`config.mk`:
```
export PLATFORM = sky130hd
export DESIGN_NAME = rtscnd_top
export DESIGN_NICKNAME = d
export VERILOG_FILES = /design/src/design/rtscnd_pkg.sv /design/src/design/rtscnd_octet.sv /design/src/design/rtscnd_top.sv
export VERILOG_INCLUDE_DIRS = /design/src /design/src/design
export SDC_FILE = /design/constraint.sdc
export NUM_CORES = 1
export LEC_CHECK = 0
export ABC_AREA = 1
export BUFFER_PORTS_ARGS = -buffer_cell sky130_fd_sc_hd__buf_2
export CAP_MARGIN = 20
export CELL_PAD_IN_SITES_DETAIL_PLACEMENT = 0
export CELL_PAD_IN_SITES_GLOBAL_PLACEMENT = 1
export CORE_AREA = 2 2 254 256
export CTS_CLUSTER_DIAMETER = 80
export DETAILED_ROUTE_END_ITERATION = 12
export DIE_AREA = 0 0 256 258
export PLACE_DENSITY_LB_ADDON = 0.1
export SETUP_SLACK_MARGIN = 0.3
export SYNTH_ARGS = -nofsm -noshare
export SYNTH_HDL_FRONTEND = slang
export SYNTH_SLANG_ARGS = --single-unit
```
`constraint.sdc`:
```
create_clock -name aclk -period 2.9 [get_ports aclk]
set_input_delay 0 -clock aclk [delete_from_list [all_inputs] [get_ports aclk]]
set_output_delay 0 -clock aclk [all_outputs]
set_load 0.03 [all_outputs]
```
`src/design/rtscnd_params.svh`:
```
`ifndef RTSCND_PARAMS_SVH
`define RTSCND_PARAMS_SVH
`define RTSCND_NUM_SLOTS      24
// register indices count 32-bit words, so each word sits at four times its index
`define RTSCND_CTRL_IDX       12'h360
`define RTSCND_USER_IDX       12'h380
`define RTSCND_DESRC_IDX      12'h10c
`define RTSCND_STAT_IDX       12'h3fc
`define RTSCND_CTRL_BASE      12'hd80
`define RTSCND_USER_BASE      12'he00
`define RTSCND_DESRC_ADDR     12'h430
`define RTSCND_STAT_ADDR      12'hff0
`define RTSCND_CTRL_RESET     8'h80
`define RTSCND_USER_RESET     8'hff
`define RTSCND_DESRC_RESET    2'h0
`define RTSCND_DE_POS         6
`define RTSCND_ZS_POS         4
`define RTSCND_COND_POS       0
`define RTSCND_DESRC_POS      0
`define RTSCND_DDS_CODE       8'h98
`define RTSCND_BUSY_CODE      8'h7f
`define RTSCND_VACANT_CODE    8'hff
`define RTSCND_OOF_CODE       8'h1a
`define RTSCND_XOR_ALL        8'hff
`define RTSCND_XOR_EVEN       8'haa
`define RTSCND_XOR_ODD        8'h55
`define RTSCND_MSB_MASK       8'h80
`define RTSCND_LSB_MASK       8'h7f
`define RTSCND_BIT7_MASK      8'h02
`define RTSCND_BIT8_MASK      8'h01
`endif

```
`src/design/rtscnd_pkg.sv`:
```
`default_nettype none
package rtscnd_pkg;
  typedef enum logic [1:0] {
    RTSCND_AX_IDLE = 2'h0,
    RTSCND_AX_RESP = 2'h1
  } rtscnd_ax_type;
  typedef enum logic [3:0] {
    RTSCND_C_PASS   = 4'h0,
    RTSCND_C_INV    = 4'h1,
    RTSCND_C_EVEN   = 4'h2,
    RTSCND_C_ODD    = 4'h3,
    RTSCND_C_USER   = 4'h4,
    RTSCND_C_BUSY   = 4'h5,
    RTSCND_C_VACANT = 4'h6,
    RTSCND_C_OOF    = 4'h8,
    RTSCND_C_MSB    = 4'hb,
    RTSCND_C_PASS2  = 4'he
  } rtscnd_cond_type;
  typedef struct packed {
    logic [7:0] octet;
    logic [1:0] link_sel;
    logic       valid;
    logic [4:0] slot;
  } rtscnd_out_type;
endpackage
`default_nettype wire

```
`src/design/rtscnd_octet.sv`:
```
`default_nettype none
`include "rtscnd_params.svh"
module rtscnd_octet
  import rtscnd_pkg::*;
(
  input  wire logic [7:0] octet_in,   // line octet, bit 1 is msb
  input  wire logic [7:0] ctrl,       // control word of this slot
  input  wire logic [7:0] user_code,  // user code of this slot
  input  wire logic [1:0] de_src,     // receive d/e source field
  input  wire logic       sig_frame,  // signaling frame
  input  wire logic       sig_bit,    // signaling bit of this octet
  output logic      [7:0] octet_out,  // conditioned octet
  output logic      [1:0] link_sel    // link controller index 0..3
);
  logic [1:0] zs;
  logic [1:0] de;
  logic [3:0] cond;
  logic [7:0] zs_out;
  assign de   = ctrl[`RTSCND_DE_POS+1:`RTSCND_DE_POS];
  assign zs   = ctrl[`RTSCND_ZS_POS+1:`RTSCND_ZS_POS];
  assign cond = ctrl[`RTSCND_COND_POS+3:`RTSCND_COND_POS];
  always_comb begin
    case (de)
      2'h0:    link_sel = 2'h0;
      2'h1:    link_sel = 2'h1;
      2'h3:    link_sel = 2'h2;
      default: link_sel = de_src;
    endcase
  end
  // stuffing modes 1 and 2 force a one only when the octet is all zeros; mode 3 always sends the dds code
  always_comb begin
    zs_out = octet_in;
    case (zs)
      2'h1: begin
        if (octet_in == 8'h00) zs_out = `RTSCND_BIT7_MASK;
      end
      2'h2: begin
        if (octet_in == 8'h00) begin
          if (!sig_frame) zs_out = `RTSCND_BIT8_MASK;
          else if (!sig_bit) zs_out = `RTSCND_BIT7_MASK;
        end
      end
      2'h3: zs_out = `RTSCND_DDS_CODE;
      default: zs_out = octet_in;
    endcase
  end
  always_comb begin
    case (cond)
      RTSCND_C_INV:    octet_out = zs_out ^ `RTSCND_XOR_ALL;
      RTSCND_C_EVEN:   octet_out = zs_out ^ `RTSCND_XOR_EVEN;
      RTSCND_C_ODD:    octet_out = zs_out ^ `RTSCND_XOR_ODD;
      RTSCND_C_USER:   octet_out = user_code;
      RTSCND_C_BUSY:   octet_out = `RTSCND_BUSY_CODE;
      RTSCND_C_VACANT: octet_out = `RTSCND_VACANT_CODE;
      RTSCND_C_OOF:    octet_out = `RTSCND_OOF_CODE;
      RTSCND_C_MSB:    octet_out = zs_out ^ `RTSCND_MSB_MASK;
      default:         octet_out = zs_out;
    endcase
  end
endmodule
`default_nettype wire

```
`src/design/rtscnd_top.sv`:
```
`default_nettype none
`include "rtscnd_params.svh"
module rtscnd_top
  import rtscnd_pkg::*;
(
  input  wire logic        aclk,        // 125 mhz clock
  input  wire logic        aresetn,     // synchronous reset, active low
  input  wire logic [11:0] s_awaddr,    // write address
  input  wire logic [2:0]  s_awprot,    // unused protection
  input  wire logic        s_awvalid,   // write address valid
  output logic             s_awready,   // write address ready
  input  wire logic [31:0] s_wdata,     // write data
  input  wire logic [3:0]  s_wstrb,     // byte enables
  input  wire logic        s_wvalid,    // write data valid
  output logic             s_wready,    // write data ready
  output logic      [1:0]  s_bresp,     // write response
  output logic             s_bvalid,    // write response valid
  input  wire logic        s_bready,    // write response ready
  input  wire logic [11:0] s_araddr,    // read address
  input  wire logic [2:0]  s_arprot,    // unused protection
  input  wire logic        s_arvalid,   // read address valid
  output logic             s_arready,   // read address ready
  output logic      [31:0] s_rdata,     // read data
  output logic      [1:0]  s_rresp,     // read response
  output logic             s_rvalid,    // read data valid
  input  wire logic        s_rready,    // read data ready
  input  wire logic        rx_valid,    // line octet strobe
  input  wire logic [4:0]  rx_slot,     // timeslot of line octet
  input  wire logic [7:0]  rx_octet,    // line octet
  input  wire logic        rx_sig_frame, // signaling frame flag
  input  wire logic        rx_sig_bit,  // signaling bit of octet
  output logic             bp_valid,    // backplane octet strobe
  output logic      [4:0]  bp_slot,     // backplane timeslot
  output logic      [7:0]  bp_octet,    // conditioned octet
  output logic      [1:0]  bp_link_sel, // link controller index when d/e
  output logic      [7:0]  bp_count     // octets passed, wraps
);
  typedef struct packed {
    logic [`RTSCND_NUM_SLOTS-1:0][7:0] ctrl;
    logic [`RTSCND_NUM_SLOTS-1:0][7:0] user;
    logic [1:0]    de_src;
    rtscnd_ax_type wst;
    logic          aw_got;
    logic          w_got;
    logic [11:0]   awaddr;
    logic [31:0]   wdata;
    logic [3:0]    wstrb;
    logic          bvalid;
    logic [1:0]    bresp;
    logic          rvalid;
    logic [31:0]   rdata;
    logic [1:0]    rresp;
    rtscnd_out_type out;
    logic [7:0]    count;
  } rtscnd_state_type;
  rtscnd_state_type state_r;
  rtscnd_state_type state_nxt;
  logic [7:0] cond_octet;
  logic [1:0] cond_link;
  logic       slot_ok;
  logic [4:0] slot_idx;
  logic [4:0] w_idx;
  logic [4:0] r_idx;
  logic       w_ctrl;
  logic       w_user;
  logic       w_de;
  logic       w_stat;
  logic       r_ctrl;
  logic       r_user;
  assign slot_ok  = rx_slot < 5'(`RTSCND_NUM_SLOTS);
  assign slot_idx = slot_ok ? rx_slot : 5'h00;
  // control word is sampled when the octet arrives, so a write lands at a boundary
  rtscnd_octet u_octet (
    .octet_in  (rx_octet),
    .ctrl      (state_r.ctrl[slot_idx]),
    .user_code (state_r.user[slot_idx]),
    .de_src    (state_r.de_src),
    .sig_frame (rx_sig_frame),
    .sig_bit   (rx_sig_bit),
    .octet_out (cond_octet),
    .link_sel  (cond_link)
  );
  function automatic logic [4:0] word_idx(input logic [11:0] a, input logic [11:0] base);
    logic [11:0] d;
    d = a - base;
    word_idx = d[6:2];
  endfunction
  function automatic logic in_bank(input logic [11:0] a, input logic [11:0] base);
    in_bank = (a >= base) && (a < base + 12'(4 * `RTSCND_NUM_SLOTS)) && (a[1:0] == 2'h0);
  endfunction
  function automatic logic [7:0] merge(input logic [7:0] old, input logic [31:0] d,
                                       input logic [3:0] s);
    merge = s[0] ? d[7:0] : old;
  endfunction
  always_comb begin
    w_idx  = word_idx(state_r.awaddr, `RTSCND_CTRL_BASE);
    w_ctrl = in_bank(state_r.awaddr, `RTSCND_CTRL_BASE);
    w_user = in_bank(state_r.awaddr, `RTSCND_USER_BASE);
    w_de   = state_r.awaddr == `RTSCND_DESRC_ADDR;
    w_stat = state_r.awaddr == `RTSCND_STAT_ADDR;
    r_idx  = word_idx(s_araddr, `RTSCND_CTRL_BASE);
    r_ctrl = in_bank(s_araddr, `RTSCND_CTRL_BASE);
    r_user = in_bank(s_araddr, `RTSCND_USER_BASE);
  end
  always_comb begin
    state_nxt = state_r;
    if (s_awvalid && !state_r.aw_got && state_r.wst == RTSCND_AX_IDLE) begin
      state_nxt.aw_got = 1'b1;
      state_nxt.awaddr = s_awaddr;
    end
    if (s_wvalid && !state_r.w_got && state_r.wst == RTSCND_AX_IDLE) begin
      state_nxt.w_got = 1'b1;
      state_nxt.wdata = s_wdata;
      state_nxt.wstrb = s_wstrb;
    end
    case (state_r.wst)
      RTSCND_AX_IDLE: begin
        if (state_r.aw_got && state_r.w_got) begin
          state_nxt.bresp = 2'h2;
          if (w_ctrl) begin
            state_nxt.ctrl[w_idx] = merge(state_r.ctrl[w_idx], state_r.wdata, state_r.wstrb);
            state_nxt.bresp = 2'h0;
          end else if (w_user) begin
            state_nxt.user[word_idx(state_r.awaddr, `RTSCND_USER_BASE)] =
              merge(state_r.user[word_idx(state_r.awaddr, `RTSCND_USER_BASE)],
                    state_r.wdata, state_r.wstrb);
            state_nxt.bresp = 2'h0;
          end else if (w_de) begin
            if (state_r.wstrb[0]) state_nxt.de_src = state_r.wdata[1:0];
            state_nxt.bresp = 2'h0;
          end else if (w_stat) begin
            state_nxt.bresp = 2'h0;
          end
          state_nxt.aw_got = 1'b0;
          state_nxt.w_got  = 1'b0;
          state_nxt.bvalid = 1'b1;
          state_nxt.wst    = RTSCND_AX_RESP;
        end
      end
      RTSCND_AX_RESP: begin
        if (s_bready) begin
          state_nxt.bvalid = 1'b0;
          state_nxt.wst    = RTSCND_AX_IDLE;
        end
      end
      default: state_nxt.wst = RTSCND_AX_IDLE;
    endcase
    if (state_r.rvalid) begin
      if (s_rready) state_nxt.rvalid = 1'b0;
    end else if (s_arvalid) begin
      state_nxt.rvalid = 1'b1;
      state_nxt.rresp  = 2'h0;
      state_nxt.rdata  = 32'h0000_0000;
      if (r_ctrl) state_nxt.rdata[7:0] = state_r.ctrl[r_idx];
      else if (r_user) state_nxt.rdata[7:0] = state_r.user[word_idx(s_araddr, `RTSCND_USER_BASE)];
      else if (s_araddr == `RTSCND_DESRC_ADDR) state_nxt.rdata[1:0] = state_r.de_src;
      else if (s_araddr == `RTSCND_STAT_ADDR) state_nxt.rdata[7:0] = state_r.count;
      else state_nxt.rresp = 2'h2;
    end
    state_nxt.out.valid = rx_valid && slot_ok;
    if (rx_valid && slot_ok) begin
      state_nxt.out.octet    = cond_octet;
      state_nxt.out.link_sel = cond_link;
      state_nxt.out.slot     = rx_slot;
      state_nxt.count        = state_r.count + 8'h01;
    end
    if (!aresetn) begin
      state_nxt        = '0;
      state_nxt.ctrl   = {`RTSCND_NUM_SLOTS{`RTSCND_CTRL_RESET}};
      state_nxt.user   = {`RTSCND_NUM_SLOTS{`RTSCND_USER_RESET}};
      state_nxt.de_src = `RTSCND_DESRC_RESET;
      state_nxt.wst    = RTSCND_AX_IDLE;
    end
  end
  always_ff @(posedge aclk) begin
    state_r <= state_nxt;
  end
  assign s_awready   = !state_r.aw_got && state_r.wst == RTSCND_AX_IDLE;
  assign s_wready    = !state_r.w_got && state_r.wst == RTSCND_AX_IDLE;
  assign s_bvalid    = state_r.bvalid;
  assign s_bresp     = state_r.bresp;
  assign s_arready   = !state_r.rvalid;
  assign s_rvalid    = state_r.rvalid;
  assign s_rdata     = state_r.rdata;
  assign s_rresp     = state_r.rresp;
  assign bp_valid    = state_r.out.valid;
  assign bp_slot     = state_r.out.slot;
  assign bp_octet    = state_r.out.octet;
  assign bp_link_sel = state_r.out.link_sel;
  assign bp_count    = state_r.count;

  logic [7:0] past_octet;
  logic [7:0] past_ctrl;
  logic [7:0] past_user;
  always_ff @(posedge aclk) begin
    past_octet <= rx_octet;
    past_ctrl  <= state_r.ctrl[slot_idx];
    past_user  <= state_r.user[slot_idx];
  end
  out_follows_a: assert property (@(posedge aclk) disable iff (!aresetn)
    rx_valid && slot_ok |=> bp_valid && bp_slot == $past(rx_slot))
    else $error("backplane octet missing");
  bad_slot_a: assert property (@(posedge aclk) disable iff (!aresetn)
    rx_valid && !slot_ok |=> !bp_valid)
    else $error("out of range slot passed");
  inv_all_a: assert property (@(posedge aclk) disable iff (!aresetn)
    bp_valid && $past(aresetn) && past_ctrl == 8'h01 |-> bp_octet == (past_octet ^ 8'hff))
    else $error("inversion wrong");
  even_inv_a: assert property (@(posedge aclk) disable iff (!aresetn)
    bp_valid && $past(aresetn) && past_ctrl == 8'h02 |-> bp_octet == (past_octet ^ 8'haa))
    else $error("even inversion wrong");
  user_code_a: assert property (@(posedge aclk) disable iff (!aresetn)
    bp_valid && $past(aresetn) && past_ctrl[3:0] == 4'h4 |-> bp_octet == past_user)
    else $error("user code wrong");
  busy_code_a: assert property (@(posedge aclk) disable iff (!aresetn)
    bp_valid && $past(aresetn) && past_ctrl[3:0] == 4'h5 |-> bp_octet == 8'h7f)
    else $error("busy code wrong");
  oof_code_a: assert property (@(posedge aclk) disable iff (!aresetn)
    bp_valid && $past(aresetn) && past_ctrl[3:0] == 4'h8 |-> bp_octet == 8'h1a)
    else $error("out of frame code wrong");
  dds_code_a: assert property (@(posedge aclk) disable iff (!aresetn)
    bp_valid && $past(aresetn) && past_ctrl == 8'h30 |-> bp_octet == 8'h98)
    else $error("dds code wrong");
  pass_code_a: assert property (@(posedge aclk) disable iff (!aresetn)
    bp_valid && $past(aresetn) && past_ctrl == 8'h0e |-> bp_octet == past_octet)
    else $error("pass code altered octet");
  link_map_a: assert property (@(posedge aclk) disable iff (!aresetn)
    bp_valid && $past(aresetn) && past_ctrl[7:6] == 2'h3 |-> bp_link_sel == 2'h2)
    else $error("link select wrong");
  bresp_hold_a: assert property (@(posedge aclk) disable iff (!aresetn)
    s_bvalid && !s_bready |=> s_bvalid)
    else $error("write response dropped");
  wr_cov: cover property (@(posedge aclk) disable iff (!aresetn) s_bvalid && s_bready);
  rd_cov: cover property (@(posedge aclk) disable iff (!aresetn) s_rvalid && s_rready);
  user_cov: cover property (@(posedge aclk) disable iff (!aresetn)
    bp_valid && past_ctrl[3:0] == 4'h4);
endmodule
`default_nettype wire

```
==> impl_results.md, run 1 <==
* Filler cells at roughly 6600
* Sink Count at between 400 and 500
* Num rows at 93
* Final wirelength at 122000 um
* Ports at between 150 and 200
* Register area share after synthesis at 0.324
* Critical path class: reg2reg
* Comb pwr share at 0.219
* Width of the die at around 260 um
* Clk pwr share at 0.421
* Clock tree buffer depth at 3
* CP required at approximately 3.3 ns
* Layout Nets at between 4000 and 5000
* Hold_sp: rx_sig_frame
* Final Hold Fails at 0
* Post-Syn Instances at 4271
* CTS root buffer: clkbuf_16
* NetSw at ~5.6 mW
* DR iter-0 viols at approximately 4200
* GR Overflow Total at 0
* Worst-path clk slew at about 0.060 ns
* Crit end category: register
* Vias in the first global route at ~27000
* Leak at around 16 nW
* Worst-case reg-to-reg path depth at 12
* Final min period at approximately 2.6 ns
* DP HPWL at about 80000 um
* Initial antenna violation count at 0
* Inserted Diodes at 0
* Reg-to-reg critical path endpoint: state_r[167]
* TritonCTS Buffers at 54
* Unrepaired setup endpoints after global routing: false
* Drt pass-1 iters at 6
* Crit path max fanout at 12
* Layout cells sized above 1 at 0.100
* Clock Latency Late Sink at 0.63 ns
* Sequential share of power at 0.360
* Ys flop type: dfxtp_1
* Worst Max-Slew Pin Slew at approximately 1.2 ns
* Max cap viols at 0
* Worst hold endpoint: bp_octet[0]
* Post-route cell area at between 0.03 and 0.04 mm^2
* Tcrit/Tclk final at 0.896
* #FFs+latches synth at about 450
* Slew Limit Fails at 0
* VDD IR max at just over 0.4 mV
* Initial Util at 0.433
* Final ANT Viol Nets at 0
* TritonCTS clock tree: done
* Synth-to-layout area growth at 15.4%
* Hold Slack at 0.0137 ns
* Hold WC Path Type: in2reg
* Global Route Usage Sum at 0.353
* H-tree lvl count at 2
* Chip Height at between 200 and 300 um
* DRC viols at 0
* RR Startpoint: state_r[102]
* FMAX at ~0.38 GHz
* Yosys cell types at 47
* Crit path launch type: register
* Core area at ~0.064 mm^2
* DR vias at ~30000
* RePlAce Congestion at roughly 0.94
* Outcome: finished, final reports clean
* Netlist Area Pre-Place at 0.0276 mm^2
* Synth async-reset ratio at 0
* Post-synth EDFFs at 0
* Crit path arrival time at between 3 and 4 ns
* Pin count of the biggest net entering global routing at 210
* Syn avg cell area at 6.46 um^2
* First-pass GRT wire length at around 180000 um
* Post-DR vias/cell at around 5.9
* Sw Share at 0.324
* Area after DPL at approximately 0.029 mm^2
* Slew HR at 0.217
* Skew final at around 0.020 ns
* Cell Pwr Density at between 500 and 600 mW/mm^2
* Int Pwr at ~12 mW
* Drt wl/cell at between 20 and 25 um
* Area of the die at 0.0660 mm^2
* Final Util at 0.500
* Final TNS setup at 0 ns
* Final number of setup-violating endpoints at 0
* WHS Path Cells at 8
* Synth warnings at 0
* Buffers on Ports at between 90 and 100
* Reg2reg setup slack at between 0.3 and 0.4 ns
## worst max-delay path by stage
stage            startpoint      endpoint  slack (ns)  cells past startpoint
6_report       state_r[102]  state_r[167]        0.30                     12
5_1_grt        state_r[102]  state_r[215]        0.26                     12
4_1_cts        state_r[100]  state_r[143]        0.30                     12
3_5_place_dp   state_r[100]  state_r[208]        0.24                     15
3_3_place_gp     rx_slot[3]   bp_octet[5]        0.24                     15
2_1_floorplan  state_r[101]  state_r[123]        0.83                     11
## cells by family after synthesis
group / count (synthesis) / synth area share
buf+inv: 971 / 0.151
simple gates: 1302 / 0.197
fa+ha+maj: 1 / 0.000454
flops: 446 / 0.324
other cells: 1 / 0.000136
compound gates: 1550 / 0.327
## registers in the layout, summed over array words and instances (netlist names)
name,cells
s_rvalid,1
s_rdata,8
bp_octet,8
bp_valid,1
bp_slot,5
state_r,410
bp_link_sel,2
s_bvalid,1
s_rresp,1
bp_count,8
s_bresp,1
## cell type report
| cell class | count | area [um^2] | share of cell area |
|---|---|---|---|
| Clock buffer | 83 | 1680 | 0.0528 |
| Clock inverter | 13 | 201 | 0.00633 |
| Inverter | 572 | 2170 | 0.0682 |
| Multi-Input combinational cell | 2879 | 14700 | 0.462 |
| Sequential cell | 446 | 8930 | 0.281 |
| Tap cell | 855 | 1070 | 0.0336 |
| Timing Repair Buffer | 340 | 3080 | 0.0968 |
## power groups by stage
stage | logic, mW | registers, mW | clock network (mW)
2_1_floorplan | 2.02 | 6.36 | 0
3_3_place_gp | 3.44 | 6.37 | 0
3_5_place_dp | 3.44 | 6.37 | 0
4_1_cts | 3.53 | 6.24 | 7.38
5_1_grt | 4.00 | 6.25 | 7.61
6_report | 3.81 | 6.24 | 7.31
## synth_stat cells, types with 3 or more instances
library cell,count,area share
a21oi_1,446,0.081
a21boi_2,4,0.0016
a32oi_1,6,0.0019
nand4_1,15,0.0034
buf_6,22,0.0090
o21bai_1,7,0.0019
a31oi_1,7,0.0016
nor4_1,4,0.00091
o221ai_1,33,0.010
o21ai_0,541,0.098
buf_2,72,0.013
a211oi_1,7,0.0019
nor2_2,3,0.00068
o211ai_1,253,0.069
o21a_1,3,0.00082
inv_2,11,0.0015
a22oi_1,75,0.020
nand3_1,308,0.056
o22ai_1,95,0.022
clkbuf_1,217,0.030
nor4b_1,3,0.00095
dfxtp_1,446,0.32
nand2_1,725,0.099
nand2_2,12,0.0027
buf_1,14,0.0019
o21ai_1,47,0.0085
nor3_1,17,0.0031
buf_4,74,0.020
clkinv_1,8,0.0011
nor2_1,207,0.028
a32o_1,9,0.0033
a22o_1,9,0.0029
inv_1,553,0.075
## worst max-delay path, stage by stage (launching register included)
cell	delay [ns]
dfxtp_1	0.43
inv_1	0.14
nand2_2	0.18
buf_4	0.22
a21oi_1	0.07
buf_4	0.17
nor4b_2	0.29
buf_4	0.17
nand3_1	0.11
a21boi_4	0.20
buf_12	0.15
clkbuf_16	0.18
o211ai_1	0.09
## layer usage
metal  GRT usage  routed length (um)  vias up
met5           0                   0        -
li1            -                   -    14510
met3      0.0745               13100      237
met1       0.503               53600    14168
met4       0.115                4170        0
met2       0.530               50600     1707
## per-stage QoR
| stage | power [mW] | std cells | setup slack (ns) |
|---|---|---|---|
| floorplan | 8.39 | 4296 | 0.829 |
| global placement | 9.81 | 5029 | 0.240 |
| detailed placement | 9.82 | 5029 | 0.237 |
| CTS | 17.1 | 5182 | 0.295 |
| global route | 17.9 | 5188 | 0.257 |
| finish | 17.4 | 5188 | 0.302 |
## layout by cell type (no fill, tap or decap), types with 8 or more instances in the layout
master / count
nor3_1: 16
o22ai_1: 95
clkbuf_1: 8
a22o_1: 9
buf_4: 139
dfxtp_1: 444
a32o_1: 9
nand2_2: 14
a22oi_1: 73
nand2_1: 719
clkbuf_16: 58
o21ai_0: 534
inv_1: 550
o21ai_1: 50
o211ai_1: 253
a21oi_1: 446
dlygate4sd3_1: 57
nand4_1: 15
clkbuf_8: 20
buf_2: 90
conb_1: 26
nor2_1: 202
nand3_1: 308
buf_6: 10
o221ai_1: 33
buf_12: 40
inv_2: 9
## timing repair
item / 4_1_cts / 5_1_grt
pin swaps: 0 / 3
cloned: 0 / 4
endpoints found under the hold margin: 56 / 0
hold buffers: 57 / 0
setup buffers: 0 / 2
resized for setup: 7 / 41
setup endpoints to repair: 73 / 319
No activity file was read; power rests on OpenSTA's default activity.
==> inputs of run 2 (changes only) <==
Settings changed: ABC_AREA 1 to 0, CORE_AREA 2 2 254 256 to 2 2 244 246, DIE_AREA 0 0 256 258 to 0 0 246 248, RECOVER_POWER set to 50.
==> impl_results.md, run 2 <==
* Outcome: finished with violations
* Failing checks: max-slew violations
* Crit path launch type: register
* Critical path's slowest cell: mux4_2
* Synth cell count leaders: nand2_1 (735), dfxtp_1 (446), a21oi_1 (240)
* Ports at 154 (unchanged)
* Final number of setup-violating endpoints at 0 (unchanged)
* Post-synth EDFFs at 0 (unchanged)
* Worst Max-Slew Pin Slew at 1.52 ns (+0.343 ns)
* Final Hold Fails at 0 (unchanged)
* RePlAce Congestion at 0.948 (+1.4%)
* Unrepaired setup endpoints after global routing: true
* Commonest non-fill, non-tap cell in the layout: nand2_1
* DP HPWL at 83500 um (+5.3%)
* Drt wl/cell at 30.0 um (+28%)
* Total power at 16.9 mW (-2.9%)
* Sink Count at 446 (unchanged)
* Most instantiated library cell after synthesis: nand2_1
* FMAX at 0.367 GHz (-4.7%)
* Register area share after synthesis at 0.342 (+0.0179)
* Worst-path clk slew at 0.06 ns (about the same)
* Critical path class: reg2reg
* Crit path cell chain: buf_12 -> buf_16 -> buf_4 -> mux4_2 -> a22oi_1 -> o221ai_2 -> o21ai_4 -> clkbuf_16 -> o211ai_1
* Final ANT Viol Nets at 0 (unchanged)
* #FFs+latches synth at 446 (unchanged)
* Syn avg cell area at 8.99 um^2 (+39%)
* DRC viols at 0 (unchanged)
* Crit path max fanout at 12 (unchanged)
* Chip Height at 248 um (-3.9%)
* H-tree lvl count at 2 (unchanged)
* Inst Count DP at 3752 (-25%)
* Synth warnings at 0 (unchanged)
* VDD IR max at 0.456 mV (+9.6%)
* Final wirelength at 119000 um (-1.8%)
* Netlist Area Pre-Place at 0.0261 mm^2 (-5.2%)
* DR iter-0 viols at 2733 (-34%)
* Leak at 12.6 nW (-19%)
* GR Overflow Total at 0 (unchanged)
* Pin count of the biggest net entering global routing at 121 (-42%)
* Final Util at 0.550 (+0.0499)
* Met1 global-route usage at 0.475 (-0.0277)
* Layout cells sized above 1 at 0.231 (+0.131)
* Crit path arrival time at 3.14 ns (+0.10 ns)
* Yosys cell types at 79 (+68%)
* Hold WC Path Type: in2reg
* TritonCTS Buffers at 54 (unchanged)
* CP bufs+invs at 4 (-2)
* Slowest stage delay, CP at 0.57 ns (+0.14 ns)
* CTS root buffer: clkbuf_16
* Tcrit/Tclk final at 0.940 (+0.0446)
* Finished Layout Cells at 3977 (-23%)
* TritonCTS clock tree: done
* Crit end category: register
* Skew final at 0.0338 ns (+0.0142 ns)
* Most flops, register: state_r
* Layout Nets at 3251 (-26%)
* Synth async-reset ratio at 0 (unchanged)
* Max FFs per register at 410 (unchanged)
* Ys flop type: dfxtp_1
* Global Route Usage Sum at 0.384 (+0.0312)
* Clock tree buffer depth at 3 (unchanged)
* Most frequent cells in the layout: nand2_1 (731), dfxtp_1 (440), a21oi_1 (240), buf_4 (237), o211ai_1 (226)
* CP top delay family: buffers and inverters
* Area fraction of the dominant cell type after synthesis at 0.342 (+0.0179)
* Drt pass-1 iters at 6 (unchanged)
* Width of the die at 246 um (-3.9%)
* DR vias at 25706 (-16%)
* Met2 GRT Util at 0.630 (+0.0999)
* CP required at 3.31 ns (-0.03 ns)
* Final min period at 2.73 ns (+0.129 ns)
* Most crowded layer after global routing: met2
* Hold Slack at 0.0172 ns (+0.00348 ns)
* Max cap viols at 0 (unchanged)
* Post-DR vias/cell at 6.46 (+9.5%)
* Synth-to-layout area growth at 23.0%
* Yosys top cell by area: dfxtp_1
* Cell Pwr Density at 524 mW/mm^2 (-3.9%)
* Vias in the first global route at 24601 (-10%)
* Clock Latency Late Sink at 0.63 ns (about the same)
* Initial antenna violation count at 2 (+2)
* Buffers on Ports at 94 (unchanged)
* Initial Util at 0.447 (+0.0137)
* Met3 capacity usage during global routing at 0.0722 (-0.00227)
* Core area at 0.0585 mm^2 (-8.2%)
* Inserted Diodes at 0 (unchanged)
* Post-Syn Instances at 2907 (-32%)
* Area of the die at 0.0610 mm^2 (-7.6%)
* First-pass GRT wire length at 171000 um (-4.8%)
* Slew HR at -0.0118 (-0.229)
* Num rows at 89 (-4.3%)
* Slew Limit Fails at 85 (+85)
* Synth top area cells: dfxtp_1 (34%), mux4_2 (19%), nand2_1 (11%)
## run 2: cell types whose count changed after synthesis, moves of 47 or more
cell      delta
o21ai_0    -507
mux2i_1     +89
inv_1      -519
nand3_1    -252
nor2_1     -103
mux4_2     +222
a21oi_1    -206
clkbuf_1    -47
o22ai_1     -70
## run 2: timing repair
| item | 4_1_cts | 5_1_grt |
|---|---|---|
| gates cloned | 0 | 4 |
| hold buffers | 95 | 1 |
| pin swaps | 3 | 5 |
| setup buffers | 7 | 19 |
| endpoints found under the setup margin | 25 | 337 |
| endpoints found under the hold margin | 101 | 20 |
| gates resized for setup | 9 | 30 |
## run 2: layout make-up
class / instances / area [um^2]
fillers: 5373 / 26300
multi-input cells: 2130 / 15800
flip-flops and latches: 446 / 8940
repair buffers: 494 / 4320
clock buffers: 78 / 1670
well taps: 773 / 967
clock inverters: 21 / 373
inverters: 35 / 133
## run 2: through the flow
stage / cell area [um^2] / setup TNS (ns) / setup WS [ns]
after global placement: 28900 / -0.439 / -0.221
after global routing: 32200 / 0 / 0.101
after detailed placement: 28900 / -0.458 / -0.216
after CTS: 31900 / 0 / 0.272
after floorplan: 26200 / 0 / 0.236
final: 32200 / 0 / 0.173
## run 2: final timing paths
kind,start,to,slack (ns),cells after the start
max,state_r[100],state_r[152],0.17,9
min,rx_sig_frame,bp_octet[0],0.02,5
max reg2reg,state_r[100],state_r[152],0.17,9
min reg2reg,s_bresp[1],s_bresp[1],0.48,2
## run 2: cell families after synthesis
| kind of cell | after synthesis | synth area share |
|---|---|---|
| XOR/XNOR | 9 | 0.00302 |
| AND/OR/NAND/NOR | 1006 | 0.157 |
| flip-flops | 446 | 0.342 |
| adder cells (fa/ha/maj) | 1 | 0.000479 |
| AO/OA/AOI/OAI | 753 | 0.197 |
| other | 1 | 0.000143 |
| buffers and inverters | 356 | 0.0649 |
| multiplexers | 335 | 0.236 |
## run 2: where the power goes
part	switching, mW	internal [mW]	total [mW]
combinational	1.80	1.07	2.87
sequential	0.0824	6.18	6.27
clock	2.86	4.87	7.72
total	4.73	12.1	16.9
## run 2: metal layers
layer / routed length [um] / vias up
met1: 44900 / 12702
li1: - / 11238
met4: 8150 / 0
met2: 56200 / 1435
met3: 10100 / 331
met5: 0 / -
## run 2: worst reg2reg max path: stages, from the launching register on
cell	delay, ns
dfxtp_4	0.43
buf_12	0.20
buf_16	0.18
buf_4	0.14
mux4_2	0.57
a22oi_1	0.26
o221ai_2	0.18
o21ai_4	0.21
clkbuf_16	0.27
o211ai_1	0.11
